**config.mk**
```make
export PLATFORM = sky130hd
export DESIGN_NAME = anp_top
export DESIGN_NICKNAME = d
export VERILOG_FILES = /design/src/design/anp_pkg.sv /design/src/design/anp_tx_page.sv /design/src/design/anp_rx_capture.sv /design/src/design/anp_top.sv
export SDC_FILE = /design/constraint.sdc
export NUM_CORES = 1
export LEC_CHECK = 0
export BUFFER_PORTS_ARGS = -buffer_cell sky130_fd_sc_hd__buf_4
export CAP_MARGIN = 10
export CELL_PAD_IN_SITES_DETAIL_PLACEMENT = 1
export CELL_PAD_IN_SITES_GLOBAL_PLACEMENT = 1
export CORE_UTILIZATION = 37
export DETAILED_ROUTE_END_ITERATION = 8
export PLACE_DENSITY_LB_ADDON = 0.1
export SETUP_SLACK_MARGIN = 0.1
export SLEW_MARGIN = 15
export SYNTH_ARGS = -nofsm -noshare
export SYNTH_HDL_FRONTEND = slang
export SYNTH_SLANG_ARGS = --single-unit
```
**constraint.sdc**
```tcl
create_clock -name aclk -period 2.1 [get_ports aclk]
set_clock_uncertainty 0.05 [all_clocks]
set_input_delay 0.315 -clock aclk [delete_from_list [all_inputs] [get_ports aclk]]
set_output_delay 0.315 -clock aclk [all_outputs]
set_load 0.1 [all_outputs]
```
**src/design/anp_pkg.sv**
```systemverilog
package anp_pkg;

    // Bus geometry.
    localparam int          ADDR_W          = 14;
    localparam int          DATA_W          = 32;
    localparam int          IDX_W           = 12;
    localparam int          IDX_LSB         = 2;
    localparam int          STRB_W          = 4;

    // Word indices of the registers; the byte address is four times the index.
    localparam logic [11:0] IDX_UNP_UPPER   = 12'h04c6;
    localparam logic [11:0] IDX_PBP_LOWER   = 12'h04c7;
    localparam logic [11:0] IDX_PBP_UPPER   = 12'h04c8;
    localparam logic [11:0] IDX_PNP_LOWER   = 12'h04c9;
    localparam logic [11:0] IDX_PNP_UPPER   = 12'h04ca;
    localparam logic [11:0] IDX_PADV        = 12'h04cb;

    // Reset values.
    localparam logic [31:0] UNP_UPPER_RST   = 32'h0000_0000;
    localparam logic [47:0] PAGE_RST        = 48'h0000_0000_0000;
    localparam logic [49:0] TX_PAGE_RST     = 50'h0_0000_0000_0000;

    // AXI responses.
    localparam logic [1:0]  RESP_OKAY       = 2'h0;
    localparam logic [1:0]  RESP_SLVERR     = 2'h2;

    // Page layout.
    localparam int          PAGE_W          = 48;
    localparam int          TX_PAGE_W       = 50;
    localparam int          LOW_W           = 16;
    localparam int          UPPER_LSB       = 16;
    localparam int          UPPER_MSB       = 47;
    localparam int          PSEUDO_RANDOM_PAGE_BIT_BIT        = 49;
    localparam int          SPARE_BIT       = 48;
    localparam int          TECH_LSB        = 21;
    localparam int          TECH_MSB        = 45;
    localparam int          TECH_W          = 25;
    localparam int          NONCE_LSB       = 16;
    localparam int          NONCE_MSB       = 20;
    localparam int          FEC_ABLE_BIT    = 46;
    localparam int          FEC_REQ_BIT     = 47;
    localparam int          FAULT_BIT       = 13;
    localparam int          TECH_KX_BIT     = 0;
    localparam int          TECH_KR_BIT     = 2;
    localparam int          NP_BIT          = 15;
    localparam int          ACK_BIT         = 14;
    localparam int          MSG_PAGE_BIT    = 13;
    localparam int          SECOND_ACKNOWLEDGE_BIT        = 12;
    localparam int          TOGGLE_BIT      = 11;

    // Pseudo-random generator.
    localparam int          LFSR_W          = 11;
    localparam logic [10:0] LFSR_SEED       = 11'h7ff;
    localparam int          LFSR_TAP_A      = 10;
    localparam int          LFSR_TAP_B      = 8;

endpackage

```
**src/design/anp_tx_page.sv**
```systemverilog
`timescale 1ns/1ns
module anp_tx_page
    import anp_pkg::*;
(
    // Clock and reset.
    input  wire logic                         aclk,
    input  wire logic                         aresetn,
    // Page request from the transmit state machine.
    input  wire logic                         tx_page_req,
    input  wire logic                         tx_np_select,
    input  wire logic [anp_pkg::PAGE_W-1:0]   tx_base_page,
    input  wire logic [anp_pkg::LOW_W-1:0]    tx_np_lower,
    input  wire logic [anp_pkg::DATA_W-1:0]   unp_upper,
    // Assembled page.
    output logic      [anp_pkg::TX_PAGE_W-1:0] tx_page
);
    import anp_pkg::*;

    logic [LFSR_W-1:0]    lfsr_r;
    logic [TX_PAGE_W-1:0] page_r;

    // A free-running generator steps every cycle, so the bit taken depends on when the request comes.
    always_ff @(posedge aclk)
    begin
        if (!aresetn)
            lfsr_r <= LFSR_SEED;
        else
            lfsr_r <= {lfsr_r[LFSR_W-2:0], lfsr_r[LFSR_TAP_A] ^ lfsr_r[LFSR_TAP_B]};
    end

    always_ff @(posedge aclk)
    begin
        if (!aresetn)
            page_r <= TX_PAGE_RST;
        else if (tx_page_req)
        begin
            page_r[PSEUDO_RANDOM_PAGE_BIT_BIT]  <= lfsr_r[0];
            page_r[SPARE_BIT] <= 1'b0;
            if (tx_np_select)
                page_r[PAGE_W-1:0] <= {unp_upper, tx_np_lower};
            else
                page_r[PAGE_W-1:0] <= tx_base_page;
        end
    end

    assign tx_page = page_r;

    a_pseudo_random_page_bit_own_source: assert property (@(posedge aclk) disable iff (!aresetn)
        tx_page_req |=> tx_page[PSEUDO_RANDOM_PAGE_BIT_BIT] == $past(lfsr_r[0]))
        else $error("page bit 49 not taken from the generator");

endmodule

```
**src/design/anp_rx_capture.sv**
```systemverilog
`timescale 1ns/1ns
module anp_rx_capture
    import anp_pkg::*;
(
    // Clock and reset.
    input  wire logic                        aclk,
    input  wire logic                        aresetn,
    // Accepted page from the receive state machine.
    input  wire logic                        rx_page_valid,
    input  wire logic                        rx_page_is_next,
    input  wire logic [anp_pkg::PAGE_W-1:0]  rx_page,
    // Held pages.
    output logic      [anp_pkg::PAGE_W-1:0]  base_page,
    output logic      [anp_pkg::PAGE_W-1:0]  next_page
);
    import anp_pkg::*;

    logic [PAGE_W-1:0] base_r;
    logic [PAGE_W-1:0] next_r;

    always_ff @(posedge aclk)
    begin
        if (!aresetn)
            base_r <= PAGE_RST;
        else if (rx_page_valid && !rx_page_is_next)
            base_r <= rx_page;
    end

    always_ff @(posedge aclk)
    begin
        if (!aresetn)
            next_r <= PAGE_RST;
        else if (rx_page_valid && rx_page_is_next)
            next_r <= rx_page;
    end

    assign base_page = base_r;
    assign next_page = next_r;

    a_page_held_idle: assert property (@(posedge aclk) disable iff (!aresetn)
        !rx_page_valid |=> $stable(base_r) && $stable(next_r))
        else $error("partner page changed without an accepted page");

endmodule

```
**src/design/anp_top.sv**
```systemverilog
// Local design decision: register access over AXI4-Lite.
`timescale 1ns/1ns
// Summary of operation
// - With next-page selection on, transmitted page bits 47 to 16 come straight from the user next-page upper word.
// - Page bit 49 is made by an internal pseudo-random generator, never by a software register.
// - Partner base lower reads next page, acknowledge, fault, pause, echoed nonce and selector at bits 15 down to 0.
// - Partner base upper reads ability bits 45:21 at 29:5 and nonce bits 20:16 at 4:0 with 31:30 zero.
// - Partner next lower reads next page, acknowledge, message page, second acknowledge and toggle at bits 15 to 11.
// - Partner next upper reads received next-page bits 47 to 16 at bits 31 to 0.
// - The partner technology field of 25 bits reads at bits 24:0 of the advertised abilities word.
// - Only ability bits 0 and 2 of the partner drive the block's own outputs.
// - The partner FEC ability and request, from page bits 46 and 47, read at bits 25 and 26.
// - The partner fault indication, from page bit 13, reads at bit 27.
module anp_top
    import anp_pkg::*;
(
    // Clock and reset.
    input  wire logic                          aclk,
    input  wire logic                          aresetn,
    // AXI4-Lite write address.
    input  wire logic [anp_pkg::ADDR_W-1:0]    s_axi_awaddr,
    input  wire logic                          s_axi_awvalid,
    output logic                               s_axi_awready,
    // AXI4-Lite write data.
    input  wire logic [anp_pkg::DATA_W-1:0]    s_axi_wdata,
    input  wire logic [anp_pkg::STRB_W-1:0]    s_axi_wstrb,
    input  wire logic                          s_axi_wvalid,
    output logic                               s_axi_wready,
    // AXI4-Lite write response.
    output logic      [1:0]                    s_axi_bresp,
    output logic                               s_axi_bvalid,
    input  wire logic                          s_axi_bready,
    // AXI4-Lite read address.
    input  wire logic [anp_pkg::ADDR_W-1:0]    s_axi_araddr,
    input  wire logic                          s_axi_arvalid,
    output logic                               s_axi_arready,
    // AXI4-Lite read data.
    output logic      [anp_pkg::DATA_W-1:0]    s_axi_rdata,
    output logic      [1:0]                    s_axi_rresp,
    output logic                               s_axi_rvalid,
    input  wire logic                          s_axi_rready,
    // Transmit state machine side.
    input  wire logic                          tx_page_req,
    input  wire logic                          tx_np_select,
    input  wire logic [anp_pkg::PAGE_W-1:0]    tx_base_page,
    input  wire logic [anp_pkg::LOW_W-1:0]     tx_np_lower,
    output logic      [anp_pkg::TX_PAGE_W-1:0] tx_page,
    // Receive state machine side.
    input  wire logic                          rx_page_valid,
    input  wire logic                          rx_page_is_next,
    input  wire logic [anp_pkg::PAGE_W-1:0]    rx_page,
    // Partner abilities acted on by the single-lane layer.
    output logic                               partner_kx_able,
    output logic                               partner_kr_able
);
    import anp_pkg::*;

    function automatic logic [IDX_W-1:0] anp_index(input logic [ADDR_W-1:0] addr);
        anp_index = addr[ADDR_W-1:IDX_LSB];
    endfunction

    function automatic logic anp_mapped(input logic [IDX_W-1:0] idx);
        anp_mapped = (idx >= IDX_UNP_UPPER) && (idx <= IDX_PADV);
    endfunction

    logic [DATA_W-1:0] unp_upper_r;
    logic              bvalid_r;
    logic [1:0]        bresp_r;
    logic              rvalid_r;
    logic [1:0]        rresp_r;
    logic [DATA_W-1:0] rdata_r;
    logic [DATA_W-1:0] rdata_nxt;
    logic [PAGE_W-1:0] base_page;
    logic [PAGE_W-1:0] next_page;
    logic [TECH_W-1:0] partner_technology_field;
    logic [1:0]        partner_fec_field;
    logic              partner_fault_flag;
    logic              wr_fire;
    logic              rd_fire;
    logic [IDX_W-1:0]  wr_idx;
    logic [IDX_W-1:0]  rd_idx;

    // Address and data are taken in the same edge; this keeps the slave free of
    // half-accepted writes at the cost of one channel waiting for the other.
    assign wr_idx        = anp_index(s_axi_awaddr);
    assign rd_idx        = anp_index(s_axi_araddr);
    assign s_axi_awready = s_axi_awvalid && s_axi_wvalid && !bvalid_r;
    assign s_axi_wready  = s_axi_awready;
    assign wr_fire       = s_axi_awready;
    assign s_axi_arready = !rvalid_r;
    assign rd_fire       = s_axi_arvalid && s_axi_arready;

    always_ff @(posedge aclk)
    begin
        if (!aresetn)
            unp_upper_r <= UNP_UPPER_RST;
        else if (wr_fire && wr_idx == IDX_UNP_UPPER)
        begin
            for (int b = 0; b < STRB_W; b++)
            begin
                if (s_axi_wstrb[b])
                    unp_upper_r[b*8 +: 8] <= s_axi_wdata[b*8 +: 8];
            end
        end
    end

    always_ff @(posedge aclk)
    begin
        if (!aresetn)
        begin
            bvalid_r <= 1'b0;
            bresp_r  <= RESP_OKAY;
        end
        else if (wr_fire)
        begin
            bvalid_r <= 1'b1;
            bresp_r  <= anp_mapped(wr_idx) ? RESP_OKAY : RESP_SLVERR;
        end
        else if (s_axi_bready)
            bvalid_r <= 1'b0;
    end

    assign s_axi_bvalid = bvalid_r;
    assign s_axi_bresp  = bresp_r;

    // Partner ability fields decoded from the held base page.
    assign partner_technology_field = base_page[TECH_MSB:TECH_LSB];
    assign partner_fec_field        = {base_page[FEC_REQ_BIT], base_page[FEC_ABLE_BIT]};
    assign partner_fault_flag       = base_page[FAULT_BIT];

    // The other ability bits name rates this layer cannot run, so they stay software-only.
    assign partner_kx_able = partner_technology_field[TECH_KX_BIT];
    assign partner_kr_able = partner_technology_field[TECH_KR_BIT];

    always_comb
    begin
        rdata_nxt = 32'h0000_0000;
        case (rd_idx)
            IDX_UNP_UPPER:
                rdata_nxt = unp_upper_r;
            IDX_PBP_LOWER:
                rdata_nxt = {16'h0000, base_page[LOW_W-1:0]};
            IDX_PBP_UPPER:
                rdata_nxt = {2'h0, base_page[TECH_MSB:TECH_LSB],
                             base_page[NONCE_MSB:NONCE_LSB]};
            IDX_PNP_LOWER:
                rdata_nxt = {16'h0000, next_page[LOW_W-1:0]};
            IDX_PNP_UPPER:
                rdata_nxt = next_page[UPPER_MSB:UPPER_LSB];
            IDX_PADV:
                rdata_nxt = {4'h0, partner_fault_flag, partner_fec_field,
                             partner_technology_field};
            default:
                rdata_nxt = 32'h0000_0000;
        endcase
    end

    always_ff @(posedge aclk)
    begin
        if (!aresetn)
        begin
            rvalid_r <= 1'b0;
            rresp_r  <= RESP_OKAY;
            rdata_r  <= 32'h0000_0000;
        end
        else if (rd_fire)
        begin
            rvalid_r <= 1'b1;
            rresp_r  <= anp_mapped(rd_idx) ? RESP_OKAY : RESP_SLVERR;
            rdata_r  <= rdata_nxt;
        end
        else if (s_axi_rready)
            rvalid_r <= 1'b0;
    end

    assign s_axi_rvalid = rvalid_r;
    assign s_axi_rresp  = rresp_r;
    assign s_axi_rdata  = rdata_r;

    anp_tx_page u_tx_page
    (
        .aclk         (aclk),
        .aresetn      (aresetn),
        .tx_page_req  (tx_page_req),
        .tx_np_select (tx_np_select),
        .tx_base_page (tx_base_page),
        .tx_np_lower  (tx_np_lower),
        .unp_upper    (unp_upper_r),
        .tx_page      (tx_page)
    );

    anp_rx_capture u_rx_capture
    (
        .aclk            (aclk),
        .aresetn         (aresetn),
        .rx_page_valid   (rx_page_valid),
        .rx_page_is_next (rx_page_is_next),
        .rx_page         (rx_page),
        .base_page       (base_page),
        .next_page       (next_page)
    );

    a_np_upper_map: assert property (@(posedge aclk) disable iff (!aresetn)
        tx_page_req && tx_np_select |=> tx_page[UPPER_MSB:UPPER_LSB] == $past(unp_upper_r))
        else $error("transmitted next page upper bits differ from the user word");

    a_pseudo_random_page_bit_not_sw: assert property (@(posedge aclk) disable iff (!aresetn)
        wr_fire && !tx_page_req |=> $stable(tx_page[PSEUDO_RANDOM_PAGE_BIT_BIT]))
        else $error("page bit 49 followed a register write");

    a_base_low_read: assert property (@(posedge aclk) disable iff (!aresetn)
        rd_fire && rd_idx == IDX_PBP_LOWER
        |=> s_axi_rvalid && s_axi_rdata == {16'h0000, $past(base_page[LOW_W-1:0])})
        else $error("partner base lower read wrong");

    a_base_up_read: assert property (@(posedge aclk) disable iff (!aresetn)
        rd_fire && rd_idx == IDX_PBP_UPPER
        |=> s_axi_rdata[31:30] == 2'h0
            && s_axi_rdata[29:5] == $past(base_page[TECH_MSB:TECH_LSB])
            && s_axi_rdata[4:0] == $past(base_page[NONCE_MSB:NONCE_LSB]))
        else $error("partner base upper read wrong");

    a_next_low_read: assert property (@(posedge aclk) disable iff (!aresetn)
        rd_fire && rd_idx == IDX_PNP_LOWER
        |=> s_axi_rdata[MSG_PAGE_BIT] == $past(next_page[MSG_PAGE_BIT])
            && s_axi_rdata[SECOND_ACKNOWLEDGE_BIT] == $past(next_page[SECOND_ACKNOWLEDGE_BIT])
            && s_axi_rdata[TOGGLE_BIT] == $past(next_page[TOGGLE_BIT])
            && s_axi_rdata[NP_BIT:ACK_BIT] == $past(next_page[NP_BIT:ACK_BIT])
            && s_axi_rdata[31:16] == 16'h0000)
        else $error("partner next lower read wrong");

    a_next_up_read: assert property (@(posedge aclk) disable iff (!aresetn)
        rd_fire && rd_idx == IDX_PNP_UPPER
        |=> s_axi_rdata == $past(next_page[UPPER_MSB:UPPER_LSB]))
        else $error("partner next upper read wrong");

    a_tech_field_read: assert property (@(posedge aclk) disable iff (!aresetn)
        rd_fire && rd_idx == IDX_PADV
        |=> s_axi_rdata[24:0] == $past(base_page[TECH_MSB:TECH_LSB])
            && s_axi_rdata[31:28] == 4'h0)
        else $error("partner technology field read wrong");

    a_kr_kx_out: assert property (@(posedge aclk) disable iff (!aresetn)
        rx_page_valid && !rx_page_is_next
        |=> partner_kx_able == $past(rx_page[TECH_LSB])
            && partner_kr_able == $past(rx_page[TECH_LSB + TECH_KR_BIT]))
        else $error("single-lane ability outputs wrong");

    a_fec_field_read: assert property (@(posedge aclk) disable iff (!aresetn)
        rd_fire && rd_idx == IDX_PADV
        |=> s_axi_rdata[25] == $past(base_page[FEC_ABLE_BIT])
            && s_axi_rdata[26] == $past(base_page[FEC_REQ_BIT]))
        else $error("partner FEC bits read wrong");

    a_fault_read: assert property (@(posedge aclk) disable iff (!aresetn)
        rd_fire && rd_idx == IDX_PADV
        |=> s_axi_rdata[27] == $past(base_page[FAULT_BIT]))
        else $error("partner fault bit read wrong");

    a_page_capture: assert property (@(posedge aclk) disable iff (!aresetn)
        rx_page_valid && rx_page_is_next
        |=> next_page == $past(rx_page) ##1 ($past(rx_page_valid) || $stable(next_page)))
        else $error("partner next page not captured or not held");

    a_bus_answer: assert property (@(posedge aclk) disable iff (!aresetn)
        wr_fire |=> s_axi_bvalid && !s_axi_awready)
        else $error("write response missing one cycle after the handshake");

    a_bvalid_clear: assert property (
        @(posedge aclk) disable iff (!aresetn)
        s_axi_bvalid && s_axi_bready
        |=> !s_axi_bvalid)
        else $error("write answer not retired");

    a_rvalid_clear: assert property (
        @(posedge aclk) disable iff (!aresetn)
        s_axi_rvalid && s_axi_rready
        |=> !s_axi_rvalid)
        else $error("read answer not retired");

    a_read_answer: assert property (
        @(posedge aclk) disable iff (!aresetn)
        rd_fire
        |=> s_axi_rvalid
            && !s_axi_arready)
        else $error("read answer missing");

    a_bad_read_idx: assert property (
        @(posedge aclk) disable iff (!aresetn)
        rd_fire && !anp_mapped(rd_idx)
        |=> s_axi_rresp == RESP_SLVERR
            && s_axi_rdata == 32'h0000_0000)
        else $error("unmapped read answered");

    a_bad_write_idx: assert property (
        @(posedge aclk) disable iff (!aresetn)
        wr_fire && !anp_mapped(wr_idx)
        |=> s_axi_bresp == RESP_SLVERR
            && $stable(unp_upper_r))
        else $error("unmapped write answered");

    a_good_write_ok: assert property (
        @(posedge aclk) disable iff (!aresetn)
        wr_fire && anp_mapped(wr_idx)
        |=> s_axi_bvalid
            && s_axi_bresp == RESP_OKAY)
        else $error("mapped write refused");

    a_user_word_read: assert property (
        @(posedge aclk) disable iff (!aresetn)
        rd_fire && rd_idx == IDX_UNP_UPPER
        |=> s_axi_rresp == RESP_OKAY
            && s_axi_rdata == $past(unp_upper_r))
        else $error("user word read wrong");

    a_ability_held: assert property (
        @(posedge aclk) disable iff (!aresetn)
        !rx_page_valid || rx_page_is_next
        |=> $stable(partner_kx_able)
            && $stable(partner_kr_able))
        else $error("ability outputs moved");

    a_base_kept: assert property (
        @(posedge aclk) disable iff (!aresetn)
        rx_page_valid && rx_page_is_next
        |=> $stable(base_page))
        else $error("base page lost to a next page");

    a_next_kept: assert property (
        @(posedge aclk) disable iff (!aresetn)
        rx_page_valid && !rx_page_is_next
        |=> $stable(next_page)
            && base_page == $past(rx_page))
        else $error("base page capture wrong");

    a_tx_page_held: assert property (
        @(posedge aclk) disable iff (!aresetn)
        !tx_page_req
        |=> $stable(tx_page))
        else $error("sent page moved");

    a_base_page_sent: assert property (
        @(posedge aclk) disable iff (!aresetn)
        tx_page_req && !tx_np_select
        |=> tx_page[PAGE_W-1:0] == $past(tx_base_page)
            && !tx_page[SPARE_BIT])
        else $error("base page not sent");

    a_strobe_lane: assert property (
        @(posedge aclk) disable iff (!aresetn)
        wr_fire && !s_axi_wstrb[0]
        |=> $stable(unp_upper_r[7:0]))
        else $error("disabled byte lane written");

endmodule

```
Word level (Yosys, flattened, before mapping)

Cells that the tools add are included.

Flip-flop bits (word level): 226
Input bits: 187
Output and inout port bits: 93
Logic and storage cells: 50

Order comparisons: 4
Equal/unequal tests: 7
Mux-type cells: 8
Bitwise logic cells: 1
Reductions and logical operators: 17

Operator list:

| kind                                                                 | number |
|---|---|
| one-hot mux 32 bit (6 select lines)                                  | 1 |
| equality test 12 x 11 -> 1 bit (second input constant)               | 7 |
| two-way mux 48 bit                                                   | 1 |
| greater-or-equal comparator 12 x 11 -> 1 bit (second input constant) | 2 |
| less-or-equal comparator 12 x 11 -> 1 bit (second input constant)    | 2 |
| logical AND 1 bit                                                    | 8 |
| AND reduction 2 bit                                                  | 4 |
| two-way mux 1 bit                                                    | 4 |
| two-way mux 2 bit                                                    | 2 |
| nonzero test 2 bit                                                   | 2 |
| zero test 1 bit                                                      | 3 |
| bitwise XOR 1 bit                                                    | 1 |

Longest topological paths before layout

Gate-level depths: netlist (run 1).

Word-level depth: 4
Gate-level depth with buffers: 7
Gate-level depth less buffers: 4

Cells and area by module

A second synthesis (run 1) with hierarchy kept.

Cells, all modules: 1023
Area total of the unflattened synthesis: 9780.6 sq um

Modules (own cells, without submodules):

| module         | instances | cells each | area an instance (sq um) | sequential area each (sq um) |
|---|---|---|---|---|
| anp_top        | 1         | 414        | 3728.6                   | 1361.3 |
| anp_rx_capture | 1         | 366        | 3632.2                   | 1921.8 |
| anp_tx_page    | 1         | 243        | 2419.8                   | 1201.2 |

Least setup slack after synthesis (run 1)

No wires, ideal clock.

Path kind: register to output
Start point: register bvalid_r (netlist: s_axi_bvalid)
End point: output port s_axi_wready
Data arrival time: 2111 ps
Required time: 1735 ps
Setup slack: -376 ps
Cell stages (with the launch flop): 4
Buffers on the path: 1
Cells stage by stage: dfxtp_1 -> nand3b_1 -> inv_1 -> buf_4

Word-level cells in the longest chain between the ends: 2

Ends and longest elaborated chain:

| item                   | RTL line       | text |
|---|---|---|
| start, declared        | anp_top.sv:67  | `logic bvalid_r;` |
| start signal, assigned | anp_top.sv:111 | `bvalid_r <= 1'b0;` |
| start signal, assigned | anp_top.sv:116 | `bvalid_r <= 1'b1;` |
| start signal, assigned | anp_top.sv:120 | `bvalid_r <= 1'b0;` |
| zero test 1 bit        | anp_top.sv:87  | `assign s_axi_awready = s_axi_awvalid && s_axi_wvalid && !bvalid_r;` |
| logical AND 1 bit      | anp_top.sv:87  |  |
| end, declared          | anp_top.sv:28  | `output logic s_axi_wready,` |

Every way passes these cells.

Worst setup path after layout (run 1)

Same ends and word-level chain as after synthesis.

==> results.cfg, run 1 <==
[finish]
nets = 1500
area_growth_pct = 36.5
layout_common_cells = 290 x buf_4, 289 x nand2_1, 222 x dfxtp_1
fill_cells = 2862
num_antenna_cells = 0
final_common_cell = buf_4
final_core_util = 0.515
drive_gt1_frac = 0.264
post-route-cell-area_mm2 = 0.0125

[logic_synthesis]
yosysTopAreaCell = dfxtp_1
syn-cell-area_mm2 = 0.00914
yosysTopAreaCellShare = 0.491
yosys.cell_types.count = 39
netlist_instances = 1059
synth.area.top_cells = dfxtp_1 49%, mux2i_1 13%, nand2_1 12%
synth-edff-count = 0
yosys_warnings = 0
ys_seq_area_frac = 0.491
synth_top_flop_cell = dfxtp_1
ys_seq_elements = 224
synthArstFlopShare = 0
syn_area_per_cell_um2 = 8.63

[min_path]
hp-class = in2reg
whs_path_depth = 3

[power_and_ir_drop]
switching_share = 0.280
comb_power_share = 0.158
p_sw_mw = 2.90
p_seq_frac = 0.435
vdd_drop_max_mv = 0.518
pwr_density_cell_mw_per_mm2 = 830
clkPwrFrac = 0.408
internal_power_mw = 7.45
total_power_mw = 10.4
leakagePower_nw = 5.39

[status]
status = finished clean

[timing]
final_max_slew_viol_count = 0
period_share = 0.924
min_period_ns = 1.94
worst_pin_slew_ns = 0.842
finalSetupViolations = 0
rsz0062_at_grt = yes
relSlewSlack = 0.436
whs_ns = 0.0102
final_hold_viol_count = 0
tns_ns = 0
timing.fmax_ghz = 0.515

[critical_path]
worst-endpoint-required_ns = 1.74
critical_path_arrival_ns = 1.58
path_max_fanout = 4
critPathLaunchType = flip-flop
worstSetupPathType = reg2out
max_stage_delay_ns = 0.34
endpoint_kind = output pin
crit_chain = nand3b_1 > clkinvlp_4 > buf_4
cp_slowest_cell = dfxtp_4
r2r_setup_slack_ns = 0.29
r2r_cells = 5

[clocking]
path_clk_slew_ns = 0.06
htreeDepth = 1
cts_sinks = 224
cts_made_buffers = 25
tritoncts = built
clk_latency_ns = 0.51
root_buffer = clkbuf_16
clockBufferDepth = 3

[grt]
grt_pass1_wl_um = 47700
grtUsageTotal = 0.237
antenna_found_initial = 1
overflow = 0
grt_pass1_vias = 8604
grt_max_degree = 136

[detailed_routing]
drc = 0
vias = 8515
vias_per_cell = 5.15
wl_per_cell_um = 18.7
drtIter0Drc = 382
routed_wl_um = 30800
final_antenna_net_count = 0
drtPass1Iterations = 5

[floorplan]
die-area_mm2 = 0.0253
std_cell_rows = 57
dieHeight_um = 159
fp.dieW_um = 159
start_util = 0.377
ios = 280
core_mm2 = 0.0242

[place]
numPortBuffers = 272
placed_cell_area_mm2 = 0.0115
gp_congestion = 0.821
dp_hpwl_um = 21500

[job]
cap_violations = 0
==> layer usage <==
layer / vias up / global-route usage / part of all wire
met4: 2 / 0.0673 / 0.025
met1: 4080 / 0.285 / 0.41
met5: - / 0 / 0.00045
met2: 226 / 0.427 / 0.51
li1: 4161 / - / -
met3: 46 / 0.0461 / 0.055
==> flip-flops by register name, indices dropped and copies added, names as in the netlist <==
register,cells
u_tx_page.tx_page,49
u_rx_capture.base_page,48
u_rx_capture.next_page,48
s_axi_rdata,32
unp_upper_r,32
u_tx_page.lfsr_r,11
s_axi_bresp,1
s_axi_bvalid,1
s_axi_rresp,1
s_axi_rvalid,1
==> cell usage after synthesis (3+ instances only) <==
cell type	count
nand2_1	289
a211oi_1	49
nor2b_1	4
nand2_2	4
nand2b_1	13
buf_4	4
dfxtp_1	224
a21oi_1	99
nor2_1	57
inv_1	3
mux2i_1	116
a22o_1	14
o22ai_1	16
buf_2	7
buf_1	6
clkbuf_1	71
a221oi_1	28
o21ai_0	32
==> area by class of cell <==
| cell class | instances | area, um^2 | share of cell area |
|---|---|---|---|
| Tap cell | 324 | 405 | 0.0325 |
| Clock buffer | 34 | 719 | 0.0577 |
| Inverter | 3 | 17.5 | 0.00140 |
| Multi-Input combinational cell | 746 | 4310 | 0.346 |
| Sequential cell | 224 | 4490 | 0.360 |
| Clock inverter | 8 | 65.1 | 0.00521 |
| Timing Repair Buffer | 313 | 2470 | 0.198 |
==> critical path, delay by kind of cell (launching register included) <==
kind	cells	cell delay [ns]
and+or+nand+nor	1	0.27
DFF	1	0.34
buffers and inverters	2	0.45
==> path summary, 6_finish.rpt <==
check | from | end
setup / recovery | s_axi_bvalid | s_axi_wready
hold reg to reg | u_tx_page.lfsr_r[5] | u_tx_page.lfsr_r[6]
hold / removal | rx_page[29] | u_rx_capture.next_page[29]
setup reg to reg | s_axi_rvalid | s_axi_rdata[15]
==> per-stage QoR <==
step / setup slack (ns) / std cells
final: 0.159 / 1652
after global routing: 0.0992 / 1652
after CTS: 0.123 / 1652
after detailed placement: -0.0382 / 1593
after global placement: -0.00553 / 1593
after floorplan: 0.0787 / 1061
==> kinds of logic (layout without fill, tap and decap cells) <==
kind of cell / Yosys count / after routing / share of synthesized area
buffers and inverters: 91 / 358 / 0.0400
XOR/XNOR: 1 / 1 / 0.000958
AO/OA/AOI/OAI: 242 / 242 / 0.167
other: 1 / 3 / 0.000410
flip-flops: 224 / 224 / 0.491
AND/OR/NAND/NOR: 384 / 384 / 0.174
multiplexers: 116 / 116 / 0.127
==> repair_timing <==
item,CTS,global route
hold endpoints to repair,21,0
setup buffers,0,0
endpoints found under the setup margin,0,4
resized for setup,0,1
hold buffers,17,0
==> power groups by stage <==
stage | sequential [mW] | clock [mW] | combinational, mW
4_1_cts | 4.50 | 4.32 | 1.64
5_1_grt | 4.52 | 4.50 | 1.73
2_1_floorplan | 5.07 | 0 | 0.538
3_5_place_dp | 4.59 | 0 | 1.61
6_report | 4.50 | 4.22 | 1.63
3_3_place_gp | 4.59 | 0 | 1.59
Note: power is estimated with default switching activity, not from simulation.
==> run 2, diff against run 1 <==
--- a/config.mk
+++ b/config.mk
@@ -9,6 +9,7 @@
 export CAP_MARGIN = 10
 export CELL_PAD_IN_SITES_DETAIL_PLACEMENT = 1
 export CELL_PAD_IN_SITES_GLOBAL_PLACEMENT = 1
+export CORE_ASPECT_RATIO = 0.7
 export CORE_UTILIZATION = 37
 export DETAILED_ROUTE_END_ITERATION = 8
 export PLACE_DENSITY_LB_ADDON = 0.1
==> results.cfg, run 2 (synthesized netlist as in run 1, its figures left out) <==
[place]
placed_cell_area_mm2 = 0.0116
dp_hpwl_um = 22300
numPortBuffers = 272
place_ws_ns = -0.109
gp_congestion = 0.824

[critical_path]
critical_path_arrival_ns = 1.62
max_stage_delay_ns = 0.34
crit_chain = nand3b_1 > clkinvlp_4 > buf_4
worstSetupPathType = reg2out
cp_slowest_cell = dfxtp_4
critPathLaunchType = flip-flop
endpoint_kind = output pin
path_max_fanout = 4
worst-endpoint-required_ns = 1.74

[timing]
finalSetupViolations = 0
whs_ns = 0.00917
final_max_slew_viol_count = 0
layout_setup_ws_ns = 0.118
final_hold_viol_count = 0
period_share = 0.944
relSlewSlack = 0.225
rsz0062_at_grt = yes
min_period_ns = 1.98
worst_pin_slew_ns = 1.15
timing.fmax_ghz = 0.505

[detailed_routing]
routed_wl_um = 31600
drtIter0Drc = 407
vias = 8621
drc = 0
vias_per_cell = 5.18
drtPass1Iterations = 5
wl_per_cell_um = 19.0
final_antenna_net_count = 0

[power_and_ir_drop]
internal_power_mw = 7.59
p_seq_frac = 0.428
total_power_mw = 10.5
comb_power_share = 0.159
pwr_density_cell_mw_per_mm2 = 829
leakagePower_nw = 5.48
p_sw_mw = 2.92
clkPwrFrac = 0.413
vdd_drop_max_mv = 0.533
switching_share = 0.278

[finish]
nets = 1517
final_common_cell = buf_4
drive_gt1_frac = 0.267
area_growth_pct = 38.7
layout_common_cells = 297 x buf_4, 289 x nand2_1, 222 x dfxtp_1
num_antenna_cells = 0
largest_register_ffs = 49
post-route-cell-area_mm2 = 0.0127

[grt]
grt_pass1_wl_um = 48900
antenna_found_initial = 0
grt_pass1_vias = 8821
grtUsageTotal = 0.246
overflow = 0
grt_max_degree = 75

[job]
cap_violations = 0

[floorplan]
die-area_mm2 = 0.0253
core_mm2 = 0.0239
start_util = 0.382
dieHeight_um = 134
std_cell_rows = 47
fp.dieW_um = 190
ios = 280

[clocking]
htreeDepth = 1
tritoncts = built
path_clk_slew_ns = 0.06
root_buffer = clkbuf_16
clk_latency_ns = 0.51
cts_made_buffers = 24
clockBufferDepth = 3
cts_sinks = 224

[status]
status = finished clean

[min_path]
hp-class = in2reg
## run 2: cell type report
cell class	count	area, um^2
inverters	3	17.5
fillers	2785	11300
clock inverters	5	50.0
clock buffers	37	762
flip-flops and latches	224	4490
multi-input cells	746	4320
repair buffers	331	2640
well taps	318	398
## run 2: power by group through the flow
| stage | clock network, mW | logic, mW | registers (mW) |
|---|---|---|---|
| 2_1_floorplan | 0 | 0.538 | 5.07 |
| 3_3_place_gp | 0 | 1.61 | 4.59 |
| 3_5_place_dp | 0 | 1.63 | 4.59 |
| 4_1_cts | 4.44 | 1.68 | 4.50 |
| 5_1_grt | 4.61 | 1.77 | 4.52 |
| 6_report | 4.34 | 1.67 | 4.50 |
## run 2: critical path: cells and delay by family, from the launching register on
family / cells / cell delay [ns]
AND/OR/NAND/NOR: 1 / 0.28
flip-flops: 1 / 0.34
buffers and inverters: 2 / 0.48
## run 2: metrics by stage
step | setup TNS (ns) | utilization | instances
3_5_place_dp | -1.08 | 0.484 | 1594
3_3_place_gp | -0.323 | 0.484 | 1594
2_1_floorplan | 0 | - | 1061
5_1_grt | 0 | 0.530 | 1664
6_report | 0 | 0.530 | 1664
4_1_cts | 0 | 0.530 | 1664
## run 2: final timing paths
| kind | slack [ns] | from | cells after the start | to |
|---|---|---|---|---|
| max | 0.12 | s_axi_bvalid | 3 | s_axi_wready |
| min | 0.009 | rx_page[18] | 3 | u_rx_capture.base_page[18] |
| max reg2reg | 0.23 | s_axi_bvalid | 6 | unp_upper_r[12] |
| min reg2reg | 0.36 | u_tx_page.lfsr_r[2] | 1 | u_tx_page.lfsr_r[3] |
## run 2: what timing repair did
item | 4_1_cts | 5_1_grt
hold buffers | 27 | 0
setup endpoints to repair | 2 | 2
setup buffers | 1 | 0
gates resized for setup | 0 | 0
endpoints found under the hold margin | 33 | 0
## run 2: metal layers
layer  part of all wire  track usage  vias up
met3              0.055       0.0474       48
li1                   -            -     4206
met5                  0            0        -
met4              0.024       0.0663        0
met2               0.48        0.416      235
met1               0.44        0.320     4132
==> run 3, diff against run 2 <==
--- a/config.mk
+++ b/config.mk
@@ -8,9 +8,9 @@
 export BUFFER_PORTS_ARGS = -buffer_cell sky130_fd_sc_hd__buf_4
 export CAP_MARGIN = 10
 export CELL_PAD_IN_SITES_DETAIL_PLACEMENT = 1
-export CELL_PAD_IN_SITES_GLOBAL_PLACEMENT = 1
+export CELL_PAD_IN_SITES_GLOBAL_PLACEMENT = 2
 export CORE_ASPECT_RATIO = 0.7
-export CORE_UTILIZATION = 37
+export CORE_UTILIZATION = 29
 export DETAILED_ROUTE_END_ITERATION = 8
 export PLACE_DENSITY_LB_ADDON = 0.1
 export SETUP_SLACK_MARGIN = 0.1
==> results.cfg, run 3 (synthesized netlist as in run 1, its figures left out) <==
[detailed_routing]
routed_wl_um = 34000
vias = 8738
drtPass1Iterations = 4
vias_per_cell = 4.81
final_antenna_net_count = 0
drtIter0Drc = 361
wl_per_cell_um = 18.7
drc = 0

[finish]
num_antenna_cells = 0
post-route-cell-area_mm2 = 0.0134
layout_common_cells = 298 x buf_4, 289 x nand2_1, 222 x dfxtp_1
area_growth_pct = 46.7
final_core_util = 0.440
drive_gt1_frac = 0.261
largest_register_ffs = 49
nets = 1575
fill_cells = 3569
final_common_cell = buf_4

[floorplan]
start_util = 0.300
die-area_mm2 = 0.0322
dieHeight_um = 151
fp.dieW_um = 214
std_cell_rows = 53
core_mm2 = 0.0305
ios = 280

[timing]
relSlewSlack = 0.204
min_period_ns = 1.97
finalSetupViolations = 0
final_max_slew_viol_count = 0
tns_ns = 0
period_share = 0.940
whs_ns = 0.0259
final_hold_viol_count = 0
timing.fmax_ghz = 0.506
rsz0062_at_grt = yes
worst_pin_slew_ns = 1.18

[critical_path]
rr_startpoint = s_axi_bvalid
worst-endpoint-required_ns = 1.74
cpLargestDelayFamily = buffers and inverters
critPathLaunchType = flip-flop
cp_slowest_cell = dfxtp_4
crit_chain = nand3b_1 > clkinvlp_4 > buf_4
r2r_cells = 6
path_max_fanout = 4
endpoint_kind = output pin
worstSetupPathType = reg2out
critical_path_arrival_ns = 1.61
max_stage_delay_ns = 0.34
startpoint = s_axi_bvalid
r2r_setup_slack_ns = 0.25
crit_buf_inv = 2
reg2reg_to = unp_upper_r[8]

[clocking]
clk_latency_ns = 0.55
root_buffer = clkbuf_16
tritoncts = built
cts_made_buffers = 25
path_clk_slew_ns = 0.07
htreeDepth = 1
cts_sinks = 224
clockBufferDepth = 3

[power_and_ir_drop]
total_power_mw = 10.8
pwr_density_cell_mw_per_mm2 = 806
leakagePower_nw = 5.75
vdd_drop_max_mv = 0.497

[grt]
antenna_found_initial = 0
overflow = 0
grt_pass1_vias = 9093
grt_pass1_wl_um = 52700
grtUsageTotal = 0.210
grt_max_degree = 149

[min_path]
min_from = rx_page[8]
hp-class = in2reg
min_to = u_rx_capture.next_page[8]
whs_path_depth = 3

[status]
status = finished clean

[place]
gp_congestion = 0.773
placed_cell_area_mm2 = 0.0117
numPortBuffers = 272
dp_hpwl_um = 23800

[job]
cap_violations = 0
-- run 3: cell types whose count changed in the layout (fill, tap and decap cells not counted), sizes merged --
cell	delta
clkbuf	-3
buf	+2
bufinv	+1
dlygate4sd3	+55
clkinvlp	+2
clkinv	+1
inv	+1
-- run 3: power breakdown --
group,internal [mW],switching (mW)
Clock,2.70,1.84
Sequential,4.41,0.0972
Combinational,0.645,1.11
Total,7.75,3.05
-- run 3: through the flow --
stage | instances | setup WS [ns]
finish | 1817 | 0.125
global route | 1817 | 0.0401
CTS | 1817 | 0.0627
detailed placement | 1690 | -0.0645
global placement | 1690 | -0.0729
floorplan | 1061 | 0.0787
-- run 3: metal layers --
metal,vias up,GRT usage,wire (um)
li1,4326,-,-
met3,46,0.0366,1560
met1,4189,0.274,15700
met2,177,0.362,16100
met5,-,0,0
met4,0,0.0468,682
-- run 3: worst min-delay path: stages --
cell	delay, ns
buf_4	0.13
nand2_1	0.05
a21oi_1	0.05
-- run 3: worst max-delay path by stage --
stage | to | slack [ns] | cells after the start
after CTS | s_axi_wready | 0.06 | 3
after global placement | s_axi_rdata[24] | -0.07 | 6
after floorplan | s_axi_wready | 0.08 | 3
after global routing | s_axi_wready | 0.04 | 3
after detailed placement | s_axi_rdata[26] | -0.06 | 6
final | s_axi_wready | 0.13 | 3
-- run 3: repair_timing --
| item | 4_1_cts | 5_1_grt |
|---|---|---|
| endpoints found under the hold margin | 121 | 0 |
| buffers inserted | 1 | 0 |
| gates resized for setup | 0 | 1 |
| hold buffers | 82 | 0 |
| endpoints found under the setup margin | 2 | 31 |
-- run 3: layout make-up --
| type | count | area (um^2) | share of cell area |
|---|---|---|---|
| flip-flops and latches | 224 | 4490 | 0.335 |
| multi-input cells | 746 | 4320 | 0.322 |
| repair buffers | 388 | 3220 | 0.240 |
| clock buffers | 34 | 739 | 0.0552 |
| well taps | 412 | 515 | 0.0384 |
| clock inverters | 10 | 109 | 0.00812 |
| inverters | 3 | 17.5 | 0.00131 |
